`src/inc/smi_consts.vh`:
```
/*
 * Constants of the stepper microstep indexer: timing figures, index
 * geometry, reset positions and encodings of modes and decay methods.
 * Assumes a 100 MHz core clock; counts are worked out for 10 ns.
 */
`ifndef SMI_CONSTS_VH
`define SMI_CONSTS_VH

// core clock
`define SMI_CLK_PERIOD_NS 10

// short protection retry wait, in microseconds, and its cycle count;
// counts are sized to their counters so no bits drop at the parameter
`define SMI_SHORT_LATCH_US 256
`define SMI_SHORT_LATCH_CYC 15'h6400

// window after the retry in which a persisting short latches standby
`define SMI_RETRY_CHECK_NS 1000
`define SMI_RETRY_CHECK_CYC 15'h0064

// idle indicator timeout, in milliseconds, and its cycle count
`define SMI_IDLE_MS 600
`define SMI_IDLE_CYC 26'h3938700

// index geometry: 128 fine steps per quarter, 512 per electrical cycle
`define SMI_INDEX_W 9
`define SMI_MAG_W 7
`define SMI_QUARTER 8'h80
`define SMI_FULL_MAG 7'h64

// reset positions
`define SMI_RESET_POS_MICRO 9'h000
`define SMI_RESET_POS_TWO 9'h1C0

// excitation modes, code = {bit2, bit1, bit0}
`define SMI_MODE_TWO 3'h0
`define SMI_MODE_HALF 3'h1
`define SMI_MODE_FINEST 3'h7

// decay methods
`define SMI_DECAY_SLOW 2'h0
`define SMI_DECAY_MIXED 2'h1
`define SMI_DECAY_FAST 2'h2

`endif

```
`src/smi_cos_table.v`:
```
/*
 * Quarter-wave current ratio table of the indexer, in percent.
 * Assumes the caller folds the electrical angle into 0..128.
 */
`timescale 1ns/1ps
`include "smi_consts.vh"

module smi_cos_table (
	// folded angle, 0 is full current, 128 is zero
	input wire [7:0] angle_idx,
	// current ratio in percent
	output wire [`SMI_MAG_W-1:0] ratio
);

	// entry k sits at bits [7k +: 7], listed from entry 128 down to 0
	localparam [902:0] TBL = {
		7'h00, 7'h01, 7'h02, 7'h04, 7'h05, 7'h06, 7'h07, 7'h09,
		7'h0A, 7'h0B, 7'h0C, 7'h0D, 7'h0F, 7'h10, 7'h11, 7'h12,
		7'h14, 7'h15, 7'h16, 7'h17, 7'h18, 7'h19, 7'h1B, 7'h1C,
		7'h1D, 7'h1E, 7'h1F, 7'h21, 7'h22, 7'h23, 7'h24, 7'h25,
		7'h26, 7'h27, 7'h29, 7'h2A, 7'h2B, 7'h2C, 7'h2D, 7'h2E,
		7'h2F, 7'h30, 7'h31, 7'h32, 7'h33, 7'h34, 7'h35, 7'h37,
		7'h38, 7'h39, 7'h3A, 7'h3B, 7'h3C, 7'h3D, 7'h3E, 7'h3E,
		7'h3F, 7'h40, 7'h41, 7'h42, 7'h43, 7'h44, 7'h45, 7'h46,
		7'h47, 7'h48, 7'h48, 7'h49, 7'h4A, 7'h4B, 7'h4C, 7'h4D,
		7'h4D, 7'h4E, 7'h4F, 7'h50, 7'h50, 7'h51, 7'h52, 7'h52,
		7'h53, 7'h54, 7'h54, 7'h55, 7'h56, 7'h56, 7'h57, 7'h58,
		7'h58, 7'h59, 7'h59, 7'h5A, 7'h5A, 7'h5B, 7'h5B, 7'h5C,
		7'h5C, 7'h5D, 7'h5D, 7'h5E, 7'h5E, 7'h5F, 7'h5F, 7'h5F,
		7'h60, 7'h60, 7'h60, 7'h61, 7'h61, 7'h61, 7'h62, 7'h62,
		7'h62, 7'h62, 7'h63, 7'h63, 7'h63, 7'h63, 7'h63, 7'h63,
		7'h64, 7'h64, 7'h64, 7'h64, 7'h64, 7'h64, 7'h64, 7'h64,
		7'h64
	};

	// out-of-range angles never occur; the caller folds to 0..128
	assign ratio = TBL[angle_idx * 7 +: 7];

endmodule // smi_cos_table

```
`src/smi_indexer.v`:
```
/*
 * Step/direction indexer of a two-phase bipolar stepper driver: mode
 * decode, phase-current index, standby, output enable, decay select,
 * short-circuit retry and latch, and the open-drain idle indicator.
 * Assumes all pin inputs are asynchronous to clk and that the analog
 * bridge, comparators and current chopper sit outside this block.
 */
`timescale 1ns/1ps
`include "smi_consts.vh"

module smi_indexer #(
	parameter [14:0] SHORT_LATCH_CYCLES = `SMI_SHORT_LATCH_CYC,
	parameter [25:0] IDLE_CYCLES = `SMI_IDLE_CYC
) (
	// clock, reset, enable
	input wire clk,
	input wire sys_rst,
	input wire clk_en,
	// host pins
	input wire chip_enable,
	input wire step_in,
	input wire rotation_direction_input,
	input wire output_enable,
	input wire excitation_select_bit0,
	input wire excitation_select_bit1,
	input wire excitation_select_bit2,
	// decay select comparators: above high level, below low level
	input wire decay_select_input_high,
	input wire decay_select_input_low,
	// bridge short comparator
	input wire short_detect,
	// phase currents to the bridge
	output reg [`SMI_MAG_W-1:0] phase_a_ratio,
	output reg phase_a_negative,
	output reg [`SMI_MAG_W-1:0] phase_b_ratio,
	output reg phase_b_negative,
	output reg bridge_drive,
	output reg [1:0] decay_mode,
	// status
	output reg [2:0] excitation_mode,
	output reg [`SMI_INDEX_W-1:0] step_index,
	output reg standby,
	output reg short_latched,
	// open-drain idle indicator
	input wire idle_od_in,
	output wire idle_od_o,
	output reg idle_od_oe
);

	localparam [1:0] PRT_RUN = 2'h0;
	localparam [1:0] PRT_OFF = 2'h1;
	localparam [1:0] PRT_RETRY = 2'h2;
	localparam [1:0] PRT_LATCH = 2'h3;
	localparam [14:0] RETRY_CHECK_CYCLES = `SMI_RETRY_CHECK_CYC;

	// index increment for a mode: 1 for finest up to 128 for two-phase
	function [`SMI_INDEX_W-1:0] step_size;
		input [2:0] mode;
		begin
			step_size = 9'h080 >> mode;
		end
	endfunction

	// reset position of a mode
	function [`SMI_INDEX_W-1:0] reset_pos;
		input [2:0] mode;
		begin
			if (mode == `SMI_MODE_TWO) begin
				reset_pos = `SMI_RESET_POS_TWO;
			end else begin
				reset_pos = `SMI_RESET_POS_MICRO;
			end
		end
	endfunction

	// fold a quarter offset into the table range, mirrored or not
	function [7:0] fold;
		input [6:0] offs;
		input mirror;
		begin
			if (mirror) begin
				fold = `SMI_QUARTER - {1'b0, offs};
			end else begin
				fold = {1'b0, offs};
			end
		end
	endfunction

	// pin synchronisers
	reg [9:0] pin_meta;
	reg [9:0] pin_sync;
	wire [9:0] pin_raw;
	assign pin_raw = {chip_enable, step_in, rotation_direction_input,
		output_enable, excitation_select_bit2, excitation_select_bit1,
		excitation_select_bit0, decay_select_input_high,
		decay_select_input_low, short_detect};

	wire ce_s;
	wire step_s;
	wire dir_s;
	wire oe_s;
	wire [2:0] mode_s;
	wire dec_hi_s;
	wire dec_lo_s;
	wire short_s;
	assign ce_s = pin_sync[9];
	assign step_s = pin_sync[8];
	assign dir_s = pin_sync[7];
	assign oe_s = pin_sync[6];
	assign mode_s = pin_sync[5:3];
	assign dec_hi_s = pin_sync[2];
	assign dec_lo_s = pin_sync[1];
	assign short_s = pin_sync[0];

	reg step_prev;
	wire step_rise;
	assign step_rise = step_s & ~step_prev;

	// protection and idle state
	reg [1:0] prt_state;
	reg [1:0] next_prt_state;
	reg [14:0] prt_cnt;
	reg [14:0] next_prt_cnt;
	reg [25:0] idle_cnt;

	// the open-drain pin only ever pulls low
	assign idle_od_o = 1'b0;

	// standby: chip enable low or the short latch holds the device off
	wire standby_now;
	assign standby_now = ~ce_s | (prt_state == PRT_LATCH);

	// index update
	reg [`SMI_INDEX_W-1:0] next_step_index;
	always @* begin
		next_step_index = step_index;
		if (standby_now) begin
			next_step_index = reset_pos(mode_s);
		end else if (step_rise) begin
			// direction taken at the edge itself; 9-bit math wraps
			if (dir_s) begin
				next_step_index = step_index + step_size(mode_s);
			end else begin
				next_step_index = step_index - step_size(mode_s);
			end
		end
		// no edge: position held
	end

	// phase A follows cos, phase B follows sin of the index angle;
	// rising angle makes B lag A, falling angle makes B lead A
	wire [1:0] quad;
	wire [6:0] offs;
	assign quad = next_step_index[8:7];
	assign offs = next_step_index[6:0];

	wire [7:0] a_angle;
	wire [7:0] b_angle;
	assign a_angle = fold(offs, quad[0]);
	assign b_angle = fold(offs, ~quad[0]);

	wire [`SMI_MAG_W-1:0] a_tbl;
	wire [`SMI_MAG_W-1:0] b_tbl;

	// coarse modes land only on evenly spaced table entries
	smi_cos_table u_tbl_a (
		.angle_idx(a_angle),
		.ratio(a_tbl)
	);

	smi_cos_table u_tbl_b (
		.angle_idx(b_angle),
		.ratio(b_tbl)
	);

	reg [`SMI_MAG_W-1:0] next_a_ratio;
	reg [`SMI_MAG_W-1:0] next_b_ratio;
	reg next_a_neg;
	reg next_b_neg;
	always @* begin
		next_a_neg = quad[1] ^ quad[0];
		next_b_neg = quad[1];
		if (mode_s == `SMI_MODE_TWO) begin
			// two-phase sits at 45 degree points and drives full current
			next_a_ratio = `SMI_FULL_MAG;
			next_b_ratio = `SMI_FULL_MAG;
		end else begin
			next_a_ratio = a_tbl;
			next_b_ratio = b_tbl;
		end
		// no sign on a zero current
		if (next_a_ratio == 7'h00) begin
			next_a_neg = 1'b0;
		end
		if (next_b_ratio == 7'h00) begin
			next_b_neg = 1'b0;
		end
	end

	// short protection sequencer
	always @* begin
		next_prt_state = prt_state;
		next_prt_cnt = prt_cnt;
		case (prt_state)
		PRT_RUN: begin
			next_prt_cnt = 15'h0000;
			if (bridge_drive && short_s) begin
				next_prt_state = PRT_OFF;
			end
		end
		PRT_OFF: begin
			if (prt_cnt == SHORT_LATCH_CYCLES - 15'h0001) begin
				next_prt_state = PRT_RETRY;
				next_prt_cnt = 15'h0000;
			end else begin
				next_prt_cnt = prt_cnt + 15'h0001;
			end
		end
		PRT_RETRY: begin
			// the comparator is only trusted once the bridge drives again
			if (bridge_drive && short_s) begin
				next_prt_state = PRT_LATCH;
			end else if (prt_cnt == RETRY_CHECK_CYCLES - 15'h0001) begin
				next_prt_state = PRT_RUN;
			end else begin
				next_prt_cnt = prt_cnt + 15'h0001;
			end
		end
		PRT_LATCH: begin
			// held until chip enable drops, see the clocked process
			next_prt_state = PRT_LATCH;
		end
		default: begin
			next_prt_state = PRT_RUN;
			next_prt_cnt = 15'h0000;
		end
		endcase
	end

	// decay decode; high wins should both comparators ever agree
	reg [1:0] next_decay_mode;
	always @* begin
		if (dec_hi_s) begin
			next_decay_mode = `SMI_DECAY_SLOW;
		end else if (dec_lo_s) begin
			next_decay_mode = `SMI_DECAY_FAST;
		end else begin
			next_decay_mode = `SMI_DECAY_MIXED;
		end
	end

	// bridges run only outside standby, with enable, and not in retry wait
	wire next_drive;
	assign next_drive = ~standby_now & oe_s &
		(next_prt_state == PRT_RUN || next_prt_state == PRT_RETRY);

	// synchronisers: second stage alone feeds logic
	always @(posedge clk) begin
		if (sys_rst) begin
			pin_meta <= 10'h000;
			pin_sync <= 10'h000;
			step_prev <= 1'b0;
		end else if (clk_en) begin
			pin_meta <= pin_raw;
			pin_sync <= pin_meta;
			step_prev <= step_s;
		end
	end

	// index, currents and status
	always @(posedge clk) begin
		if (sys_rst) begin
			step_index <= `SMI_RESET_POS_MICRO;
			phase_a_ratio <= 7'h00;
			phase_a_negative <= 1'b0;
			phase_b_ratio <= 7'h00;
			phase_b_negative <= 1'b0;
			bridge_drive <= 1'b0;
			decay_mode <= `SMI_DECAY_MIXED;
			excitation_mode <= `SMI_MODE_TWO;
			standby <= 1'b1;
		end else if (clk_en) begin
			step_index <= next_step_index;
			// currents track the index even while disabled
			phase_a_ratio <= next_a_ratio;
			phase_a_negative <= next_a_neg;
			phase_b_ratio <= next_b_ratio;
			phase_b_negative <= next_b_neg;
			bridge_drive <= next_drive;
			decay_mode <= next_decay_mode;
			excitation_mode <= mode_s;
			standby <= standby_now;
		end
	end

	// protection state; chip enable low is the only way out of latch
	always @(posedge clk) begin
		if (sys_rst) begin
			prt_state <= PRT_RUN;
			prt_cnt <= 15'h0000;
			short_latched <= 1'b0;
		end else if (clk_en) begin
			if (!ce_s) begin
				prt_state <= PRT_RUN;
				prt_cnt <= 15'h0000;
				short_latched <= 1'b0;
			end else begin
				prt_state <= next_prt_state;
				prt_cnt <= next_prt_cnt;
				short_latched <= (next_prt_state == PRT_LATCH);
			end
		end
	end

	// idle timer; saturates once the indicator is pulled
	always @(posedge clk) begin
		if (sys_rst) begin
			idle_cnt <= 26'h0000000;
			idle_od_oe <= 1'b0;
		end else if (clk_en) begin
			if (standby_now || step_rise) begin
				idle_cnt <= 26'h0000000;
				idle_od_oe <= 1'b0;
			end else if (!idle_od_oe) begin
				if (idle_cnt == IDLE_CYCLES - 26'h0000001) begin
					idle_od_oe <= 1'b1;
				end else begin
					idle_cnt <= idle_cnt + 26'h0000001;
				end
			end
		end
	end

	// the pin read-back is not needed by this block
	wire unused_idle_in;
	assign unused_idle_in = idle_od_in;

endmodule // smi_indexer

```
`config.mk`:
```
export PLATFORM = sky130hd
export DESIGN_NAME = smi_indexer
export DESIGN_NICKNAME = d
export VERILOG_FILES = /design/src/smi_cos_table.v /design/src/smi_indexer.v
export VERILOG_INCLUDE_DIRS = /design/src /design/src/inc
export SDC_FILE = /design/constraint.sdc
export NUM_CORES = 1
export LEC_CHECK = 0
export BUFFER_PORTS_ARGS = -buffer_cell sky130_fd_sc_hd__buf_2
export CAP_MARGIN = 20
export CORE_ASPECT_RATIO = 1.2
export CORE_MARGIN = 2
export CORE_UTILIZATION = 60
export CTS_BUF_LIST = sky130_fd_sc_hd__clkbuf_4 sky130_fd_sc_hd__clkbuf_8
export DETAILED_ROUTE_END_ITERATION = 8
export PLACE_DENSITY = 0.85
export SLEW_MARGIN = 20
export SYNTH_ARGS = -nofsm -noshare
export SYNTH_HDL_FRONTEND = slang
export SYNTH_SLANG_ARGS = --single-unit
```
`constraint.sdc`:
```
create_clock -name clk -period 7.45 [get_ports clk]
set_input_delay 0.3725 -clock clk [delete_from_list [all_inputs] [get_ports clk]]
set_output_delay 0.3725 -clock clk [all_outputs]
set_load 0.02 [all_outputs]
```
==> results of run 1 <==
-- worst min-delay path by stage --
stage                             from       endpoint  slack (ns)  cells after the start
2_1_floorplan              idle_cnt[3]    idle_cnt[3]        0.43                      2
3_3_place_gp             decay_mode[0]  decay_mode[0]        0.45                      2
3_5_place_dp               pin_sync[2]  decay_mode[0]        0.46                      1
4_1_cts         excitation_select_bit0    pin_meta[3]        0.20                      3
5_1_grt         excitation_select_bit0    pin_meta[3]        0.22                      3
6_report       decay_select_input_high    pin_meta[2]        0.21                      3
-- metrics by stage --
stage                     util [%]  cells  setup WS (ns)
after floorplan                  -    990           2.27
after global placement        62.1   1139           1.62
after detailed placement      62.1   1139           1.54
after CTS                     63.8   1155           1.49
after global routing          63.9   1155           1.02
final                         63.9   1155           1.42
-- cell usage after synthesis, types with 9 or more instances --
| master | instances | share of area (%) |
|---|---|---|
| nor2_1 | 153 | 7.6 |
| dfxtp_1 | 98 | 26 |
| a21oi_1 | 73 | 4.8 |
| nand2_1 | 72 | 3.6 |
| mux2i_1 | 44 | 5.8 |
| clkbuf_1 | 38 | 1.9 |
| ha_1 | 37 | 6.1 |
| o21ai_0 | 33 | 2.2 |
| nand3_1 | 32 | 2.1 |
| inv_1 | 29 | 1.4 |
| xor2_1 | 24 | 2.8 |
| o211ai_1 | 23 | 2.3 |
| nor3_1 | 22 | 1.4 |
| a211oi_1 | 20 | 2.0 |
| a31oi_1 | 15 | 1.2 |
| nand4_1 | 15 | 1.2 |
| buf_2 | 14 | 0.92 |
| o22ai_1 | 13 | 1.1 |
| nor4_1 | 12 | 0.99 |
| nor2b_1 | 11 | 0.91 |
| a21o_1 | 10 | 0.99 |
| o221ai_1 | 9 | 1.0 |
| or3_1 | 9 | 0.74 |
| xnor2_1 | 9 | 1.0 |
-- routing by layer --
layer	routed length [um]	track usage (%)	vias up	part of all wire (%)
met1	8430	37.4	3501	42
li1	-	-	3662	-
met3	1370	4.49	62	6.8
met5	0	0	-	0
met2	9590	48.6	322	48
met4	658	12.5	0	3.3
-- final cells by class --
class	count	area, um^2	share of cell area [%]
multi-input cells	791	5200	65.1
flip-flops and latches	98	1960	24.6
repair buffers	52	275	3.45
well taps	164	205	2.57
clock buffers	10	138	1.72
inverters	34	128	1.60
clock inverters	6	78.8	0.987
-- worst register-to-register path: stages, from the launching register on --
cell and delay [ns]:
dfxtp_1 0.60, nand2_1 0.10, nor2_1 0.15, inv_1 0.07, ha_1 0.24, nor2b_1 0.15, o22a_1 0.21, o22ai_1 0.19
ha_1 0.24, nand2_1 0.11, o31ai_4 0.38, nand4_1 0.26, a21oi_2 0.48, o21ai_1 0.18, and2_1 0.32, ha_1 0.42
inv_1 0.10, nor4_1 0.61, mux2i_1 0.19, o2111ai_1 0.15, a32o_1 0.16, a32oi_1 0.18, nor4_1 0.31, a31oi_1 0.11
-- flip-flops by register name, indices dropped and copies added, names as in the netlist, 2 cells and up --
| register | cells |
|---|---|
| decay_mode | 2 |
| step_index | 9 |
| prt_state | 2 |
| idle_cnt | 26 |
| phase_a_ratio | 7 |
| excitation_mode | 3 |
| pin_sync | 10 |
| phase_b_ratio | 7 |
| pin_meta | 10 |
| prt_cnt | 15 |
-- kinds of logic after synthesis --
kind of cell	Yosys count
AOI/OAI and AO/OA	298
xor gates and xnor gates	34
adders and majority gates	38
buffers and inverters	101
DFF	98
muxes	49
other	1
and+or+nand+nor	371
-- power by group through the flow --
| stage | combinational (mW) | clock (mW) | sequential [mW] |
|---|---|---|---|
| 2_1_floorplan | 0.0978 | 0 | 0.564 |
| 3_3_place_gp | 0.138 | 0 | 0.559 |
| 3_5_place_dp | 0.140 | 0 | 0.560 |
| 4_1_cts | 0.141 | 0.386 | 0.548 |
| 5_1_grt | 0.155 | 0.407 | 0.550 |
| 6_report | 0.144 | 0.382 | 0.548 |
==> flow_summary.json, run 1 <==
{
  "clkTransAtPathRegs_ns": 0.11,
  "netSwitchingPower_mw": 0.319,
  "start_util_pct": 60.8,
  "timing.hold.ws_ns": 0.210,
  "path_class": "flop to flop",
  "period_needed_ns": 6.03,
  "setup.worst_path.start": "pin_sync[5]",
  "wl_um": 20100,
  "crit_fanout": 15,
  "synth-edff-count": 0,
  "dp_hpwl_um": 14100,
  "track_usage_pct": 29.2,
  "place_area_um2": 7760,
  "critPathSlowestCell": "nor4_1",
  "syn_area_per_cell_um2": 7.68,
  "syn_area_um2": 7600,
  "postSynth.asyncResetShare_pct": 0,
  "slew_headroom_pct": 24.9,
  "place_congestion": 0.951,
  "p_seq_share_pct": 51.0,
  "ctsResizeCount": 0,
  "worstPathCellList": "nand2_1, nor2_1, inv_1, ha_1, nor2b_1, o22a_1, o22ai_1, ha_1, nand2_1, o31ai_4, nand4_1, a21oi_2, o21ai_1, and2_1, ha_1, inv_1, nor4_1, mux2i_1, o2111ai_1, a32o_1, a32oi_1, nor4_1, a31oi_1",
  "rows": 45,
  "crit_end": "phase_b_negative",
  "synth_compound_area_share_pct": 28.1,
  "ys_seq_elements": 98,
  "p_clk_share_pct": 35.6,
  "htree_levels": 3,
  "critPathCaptureType": "flop",
  "fin_crit_sh_pct": 81.0,
  "cts_buffers": 9,
  "ys.flop_type": "dfxtp_1",
  "cp_common_cell": "ha_1",
  "clkLatencyLatePin_ns": 0.39,
  "r2r_start": "pin_sync[5]",
  "worst_pin_slew_ns": 1.12,
  "dr.pass1.iters": 5,
  "synthCells": 990,
  "reg2reg_to": "phase_b_negative",
  "die_w_um": 107,
  "setup.worst_path.start_class": "flop",
  "cp_num_buf_inv": 2,
  "yosys_warnings": 0,
  "pwr-share-comb_pct": 13.4,
  "p_int_mw": 0.755,
  "clk_path_buf_depth": 2,
  "cp.arrival_ns": 6.30,
  "route.detailed.drc": 0,
  "grt_max_degree": 68,
  "grt_pass1_vias": 6836,
  "worstRegToRegCells": 23,
  "worst-path-stages": 23,
  "power_density_nw_per_um2": 134,
  "final_common_cell": "nor2_1",
  "p_leak_nw": 3.08,
  "critPathRequiredTime_ns": 7.72,
  "syn_nets": 1042,
  "fmax_mhz": 166,
  "fill_cells": 1089,
  "synth_top_family_by_area": "compound AO/OA/AOI/OAI gates",
  "final_area_um2": 7980,
  "synth-xor-area-share_pct": 4.02,
  "antenna_found_initial": 0,
  "via_per_inst": 6.53,
  "numClockSinks": 98,
  "yosys.area_share.simple_pct": 23.0,
  "drt_iter0_markers": 722,
  "sw_frac_of_total_pct": 29.7,
  "run_status": "completed",
  "die_h_um": 127,
  "seq_area_frac_synth_pct": 25.8,
  "antenna_cells": 0,
  "rsz0062_at_grt": "no",
  "drive_above_1_share_pct": 10.6,
  "final_cell_mix": "152 x nor2_1, 98 x dfxtp_1, 73 x a21oi_1",
  "tns_ns": 0,
  "coreArea_um2": 12500,
  "detail_route.wl_per_cell_um": 17.4,
  "max_cap_viol_count": 0,
  "num_vias": 7547,
  "ant_nets": 0,
  "critPathTopFamily": "compound AO/OA/AOI/OAI gates",
  "nets": 1038,
  "grt_pass1_wl_um": 32700,
  "hold_path_class": "input pin to flop",
  "setup_viol_count_final": 0,
  "area_delta_synth_final_pct": 5.04,
  "overflow": 0,
  "portBuffers": 46,
  "ioPinCount": 49,
  "post-cts-setup-buffer-count": 0,
  "slowest_delay_ns": 0.61,
  "synth_cell_types": 96,
  "hold_viol": 0,
  "irDropWorstVdd_v": 0.000166,
  "finalClockSkew_ns": 0.0138,
  "rrSetupSlack_ns": 1.42,
  "synthMuxAreaShare_pct": 6.72,
  "synthAdderAreaFrac_pct": 6.35,
  "power_mw": 1.07,
  "drv_slew": 0,
  "ctsHoldBuffers": 0,
  "dieArea_um2": 13600,
  "cts_tree": "yes",
  "cts-root-buf": "clkbuf_8"
}
(Power assumes the default switching activity.)
==> run 2: changes to the inputs <==
Settings changed: CORE_UTILIZATION 60 to 58, PLACE_DENSITY 0.85 to 0.86.
Clock period 7.45 ns to 5 ns, I/O delays scaled along.
==> run 2 against run 1 <==
  * Sequential cell count unchanged
  * Die area rose by 3.3%
  * Non-clock buffer count rose by 62
  * Combinational power increased by 72%
  * Core utilization rose by 4.1 points
  * Register-to-register slack got worse by 1.3 ns
  * Clock skew increased by 0.0052 ns
  * Clock power is 47% higher
  * Critical path type unchanged
  * Critical endpoint is now phase_a_negative
  * Largest power group unchanged
  * Highest routed layer unchanged
==> flow_summary.json, run 2 (same netlist as run 1, synthesis figures left out) <==
{
  "ctsHoldBuffers": 0,
  "start_util_pct": 59.7,
  "hold_path_class": "input pin to flop",
  "nets": 1100,
  "place_congestion": 0.992,
  "sw_frac_of_total_pct": 30.3,
  "cp.arrival_ns": 5.14,
  "fmax_mhz": 205,
  "fin_ws_ns": 0.113,
  "ant_nets": 0,
  "cts_tree": "yes",
  "setup.worst_path.start": "pin_sync[5]",
  "coreArea_um2": 12700,
  "dp_hpwl_um": 15300,
  "p_clk_share_pct": 34.6,
  "rows": 45,
  "setup.worst_path.start_class": "flop",
  "final_common_cell": "nor2_1",
  "track_usage_pct": 30.6,
  "regMostFlops": "idle_cnt",
  "dp_slack_ns": -0.0214,
  "timing.hold.ws_ns": 0.0824,
  "reg2reg_to": "phase_a_negative",
  "pwr-share-comb_pct": 15.3,
  "place_area_um2": 8130,
  "run_status": "completed",
  "path_class": "flop to flop",
  "slew_headroom_pct": 45.3,
  "p_seq_share_pct": 50.2,
  "drt_iter0_markers": 712,
  "grt_max_degree": 67,
  "tns_ns": 0,
  "min_from": "short_detect",
  "worst_pin_slew_ns": 0.815,
  "worstRegToRegCells": 23,
  "r2r_start": "pin_sync[5]",
  "cts-root-buf": "clkbuf_8",
  "period_needed_ns": 4.89,
  "hold_viol": 0,
  "crit_end": "phase_a_negative",
  "antenna_cells": 0,
  "dieArea_um2": 14000,
  "route.detailed.drc": 0,
  "clk_path_buf_depth": 2,
  "rrSetupSlack_ns": 0.11,
  "largest_reg_flops": 26,
  "overflow": 0,
  "slowest_delay_ns": 0.55,
  "htree_levels": 3,
  "grt_pass1_wl_um": 34700,
  "critPathSlowestCell": "fa_1",
  "num_vias": 8026,
  "via_per_inst": 6.59,
  "finalClockSkew_ns": 0.0190,
  "fin_crit_sh_pct": 97.7,
  "clkLatencyLatePin_ns": 0.40,
  "area_delta_synth_final_pct": 13.8,
  "irDropWorstVdd_v": 0.000273,
  "cp_common_cell": "inv_1",
  "die_w_um": 109,
  "critPathRequiredTime_ns": 5.25,
  "antenna_found_initial": 0,
  "largestRegisters": "idle_cnt: 26 flops, prt_cnt: 15 flops",
  "ioPinCount": 49,
  "power_mw": 1.62,
  "crit_fanout": 10,
  "numClockSinks": 98,
  "cts_buffers": 9,
  "dp.cells": 1188,
  "worstPathCellList": "and3_1, inv_1, ha_4, mux2_2, inv_1, fa_1, nand3b_1, o211ai_1, ha_2, nand4b_1, or4_1, o211ai_2, nor2_1, a211oi_2, or2_1, inv_2, buf_4, ha_1, a21o_1, a21oi_2, nand2b_1, nor4_1, a211oi_1",
  "netSwitchingPower_mw": 0.491,
  "wl_um": 21600,
  "final_cell_mix": "152 x nor2_1, 96 x dfxtp_1, 71 x nand2_1",
  "drive_above_1_share_pct": 18.8,
  "max_cap_viol_count": 0,
  "detail_route.wl_per_cell_um": 17.8,
  "fin_cells": 1217,
  "final_area_um2": 8650,
  "die_h_um": 129,
  "p_int_mw": 1.13,
  "clkTransAtPathRegs_ns": 0.11,
  "portBuffers": 46,
  "fin_util_pct": 68.0,
  "power_density_nw_per_um2": 188,
  "setup_viol_count_final": 0,
  "p_leak_nw": 3.38,
  "drv_slew": 0,
  "grt_pass1_vias": 7266,
  "critPathCaptureType": "flop",
  "dr.pass1.iters": 6
}
run 2: changes by cell type in the layout (fill, tap and decap cells not counted), sizes merged:
| cell | before | now |
|---|---|---|
| clkinv | 3 | 2 |
| clkbuf | 10 | 9 |
| buf | 52 | 114 |
| clkinvlp | 0 | 2 |
run 2: routing by layer:
layer	vias up	wire, um	global-route usage, %
met5	-	0	0
li1	3780	-	-
met3	70	1530	5.78
met4	0	765	15.0
met2	377	10200	49.9
met1	3799	9090	38.7
run 2: critical path, delay by kind of cell, from the launching register on:
| kind | cells | cell delay [ns] |
|---|---|---|
| AND/OR/NAND/NOR | 8 | 1.54 |
| adder cells (fa/ha/maj) | 4 | 1.29 |
| AO/OA/AOI/OAI | 6 | 1.02 |
| flip-flops | 1 | 0.38 |
| buffers and inverters | 4 | 0.34 |
| multiplexers | 1 | 0.16 |
run 2: layout make-up:
cell class | count | area (um^2)
Sequential cell | 98 | 1970
Timing Repair Buffer | 114 | 741
Clock inverter | 7 | 91.3
Clock buffer | 9 | 124
Multi-Input combinational cell | 791 | 5390
Fill cell | 1053 | 4070
Tap cell | 164 | 205
Inverter | 34 | 131
run 2: power by group through the flow:
stage / registers (mW) / clock network, mW / logic [mW]
finish: 0.815 / 0.561 / 0.248
floorplan: 0.841 / 0 / 0.146
global placement: 0.831 / 0 / 0.220
detailed placement: 0.832 / 0 / 0.224
CTS: 0.814 / 0.569 / 0.227
global route: 0.817 / 0.602 / 0.264
run 2: worst min path at each step:
stage / slack [ns] / depth (start not counted) / endpoint
floorplan: 0.40 / 2 / pin_meta[0]
global placement: 0.45 / 2 / decay_mode[0]
detailed placement: 0.45 / 1 / decay_mode[0]
CTS: 0.08 / 3 / pin_meta[0]
global route: 0.08 / 3 / pin_meta[5]
finish: 0.08 / 3 / pin_meta[0]
run 2: repair_timing:
| item | in CTS | in global routing |
|---|---|---|
| resized for setup | 5 | 37 |
| buffers inserted | 1 | 13 |
| endpoints found under the hold margin | 0 | 0 |
| endpoints found under the setup margin | 4 | 13 |
| pin swaps | 2 | 19 |
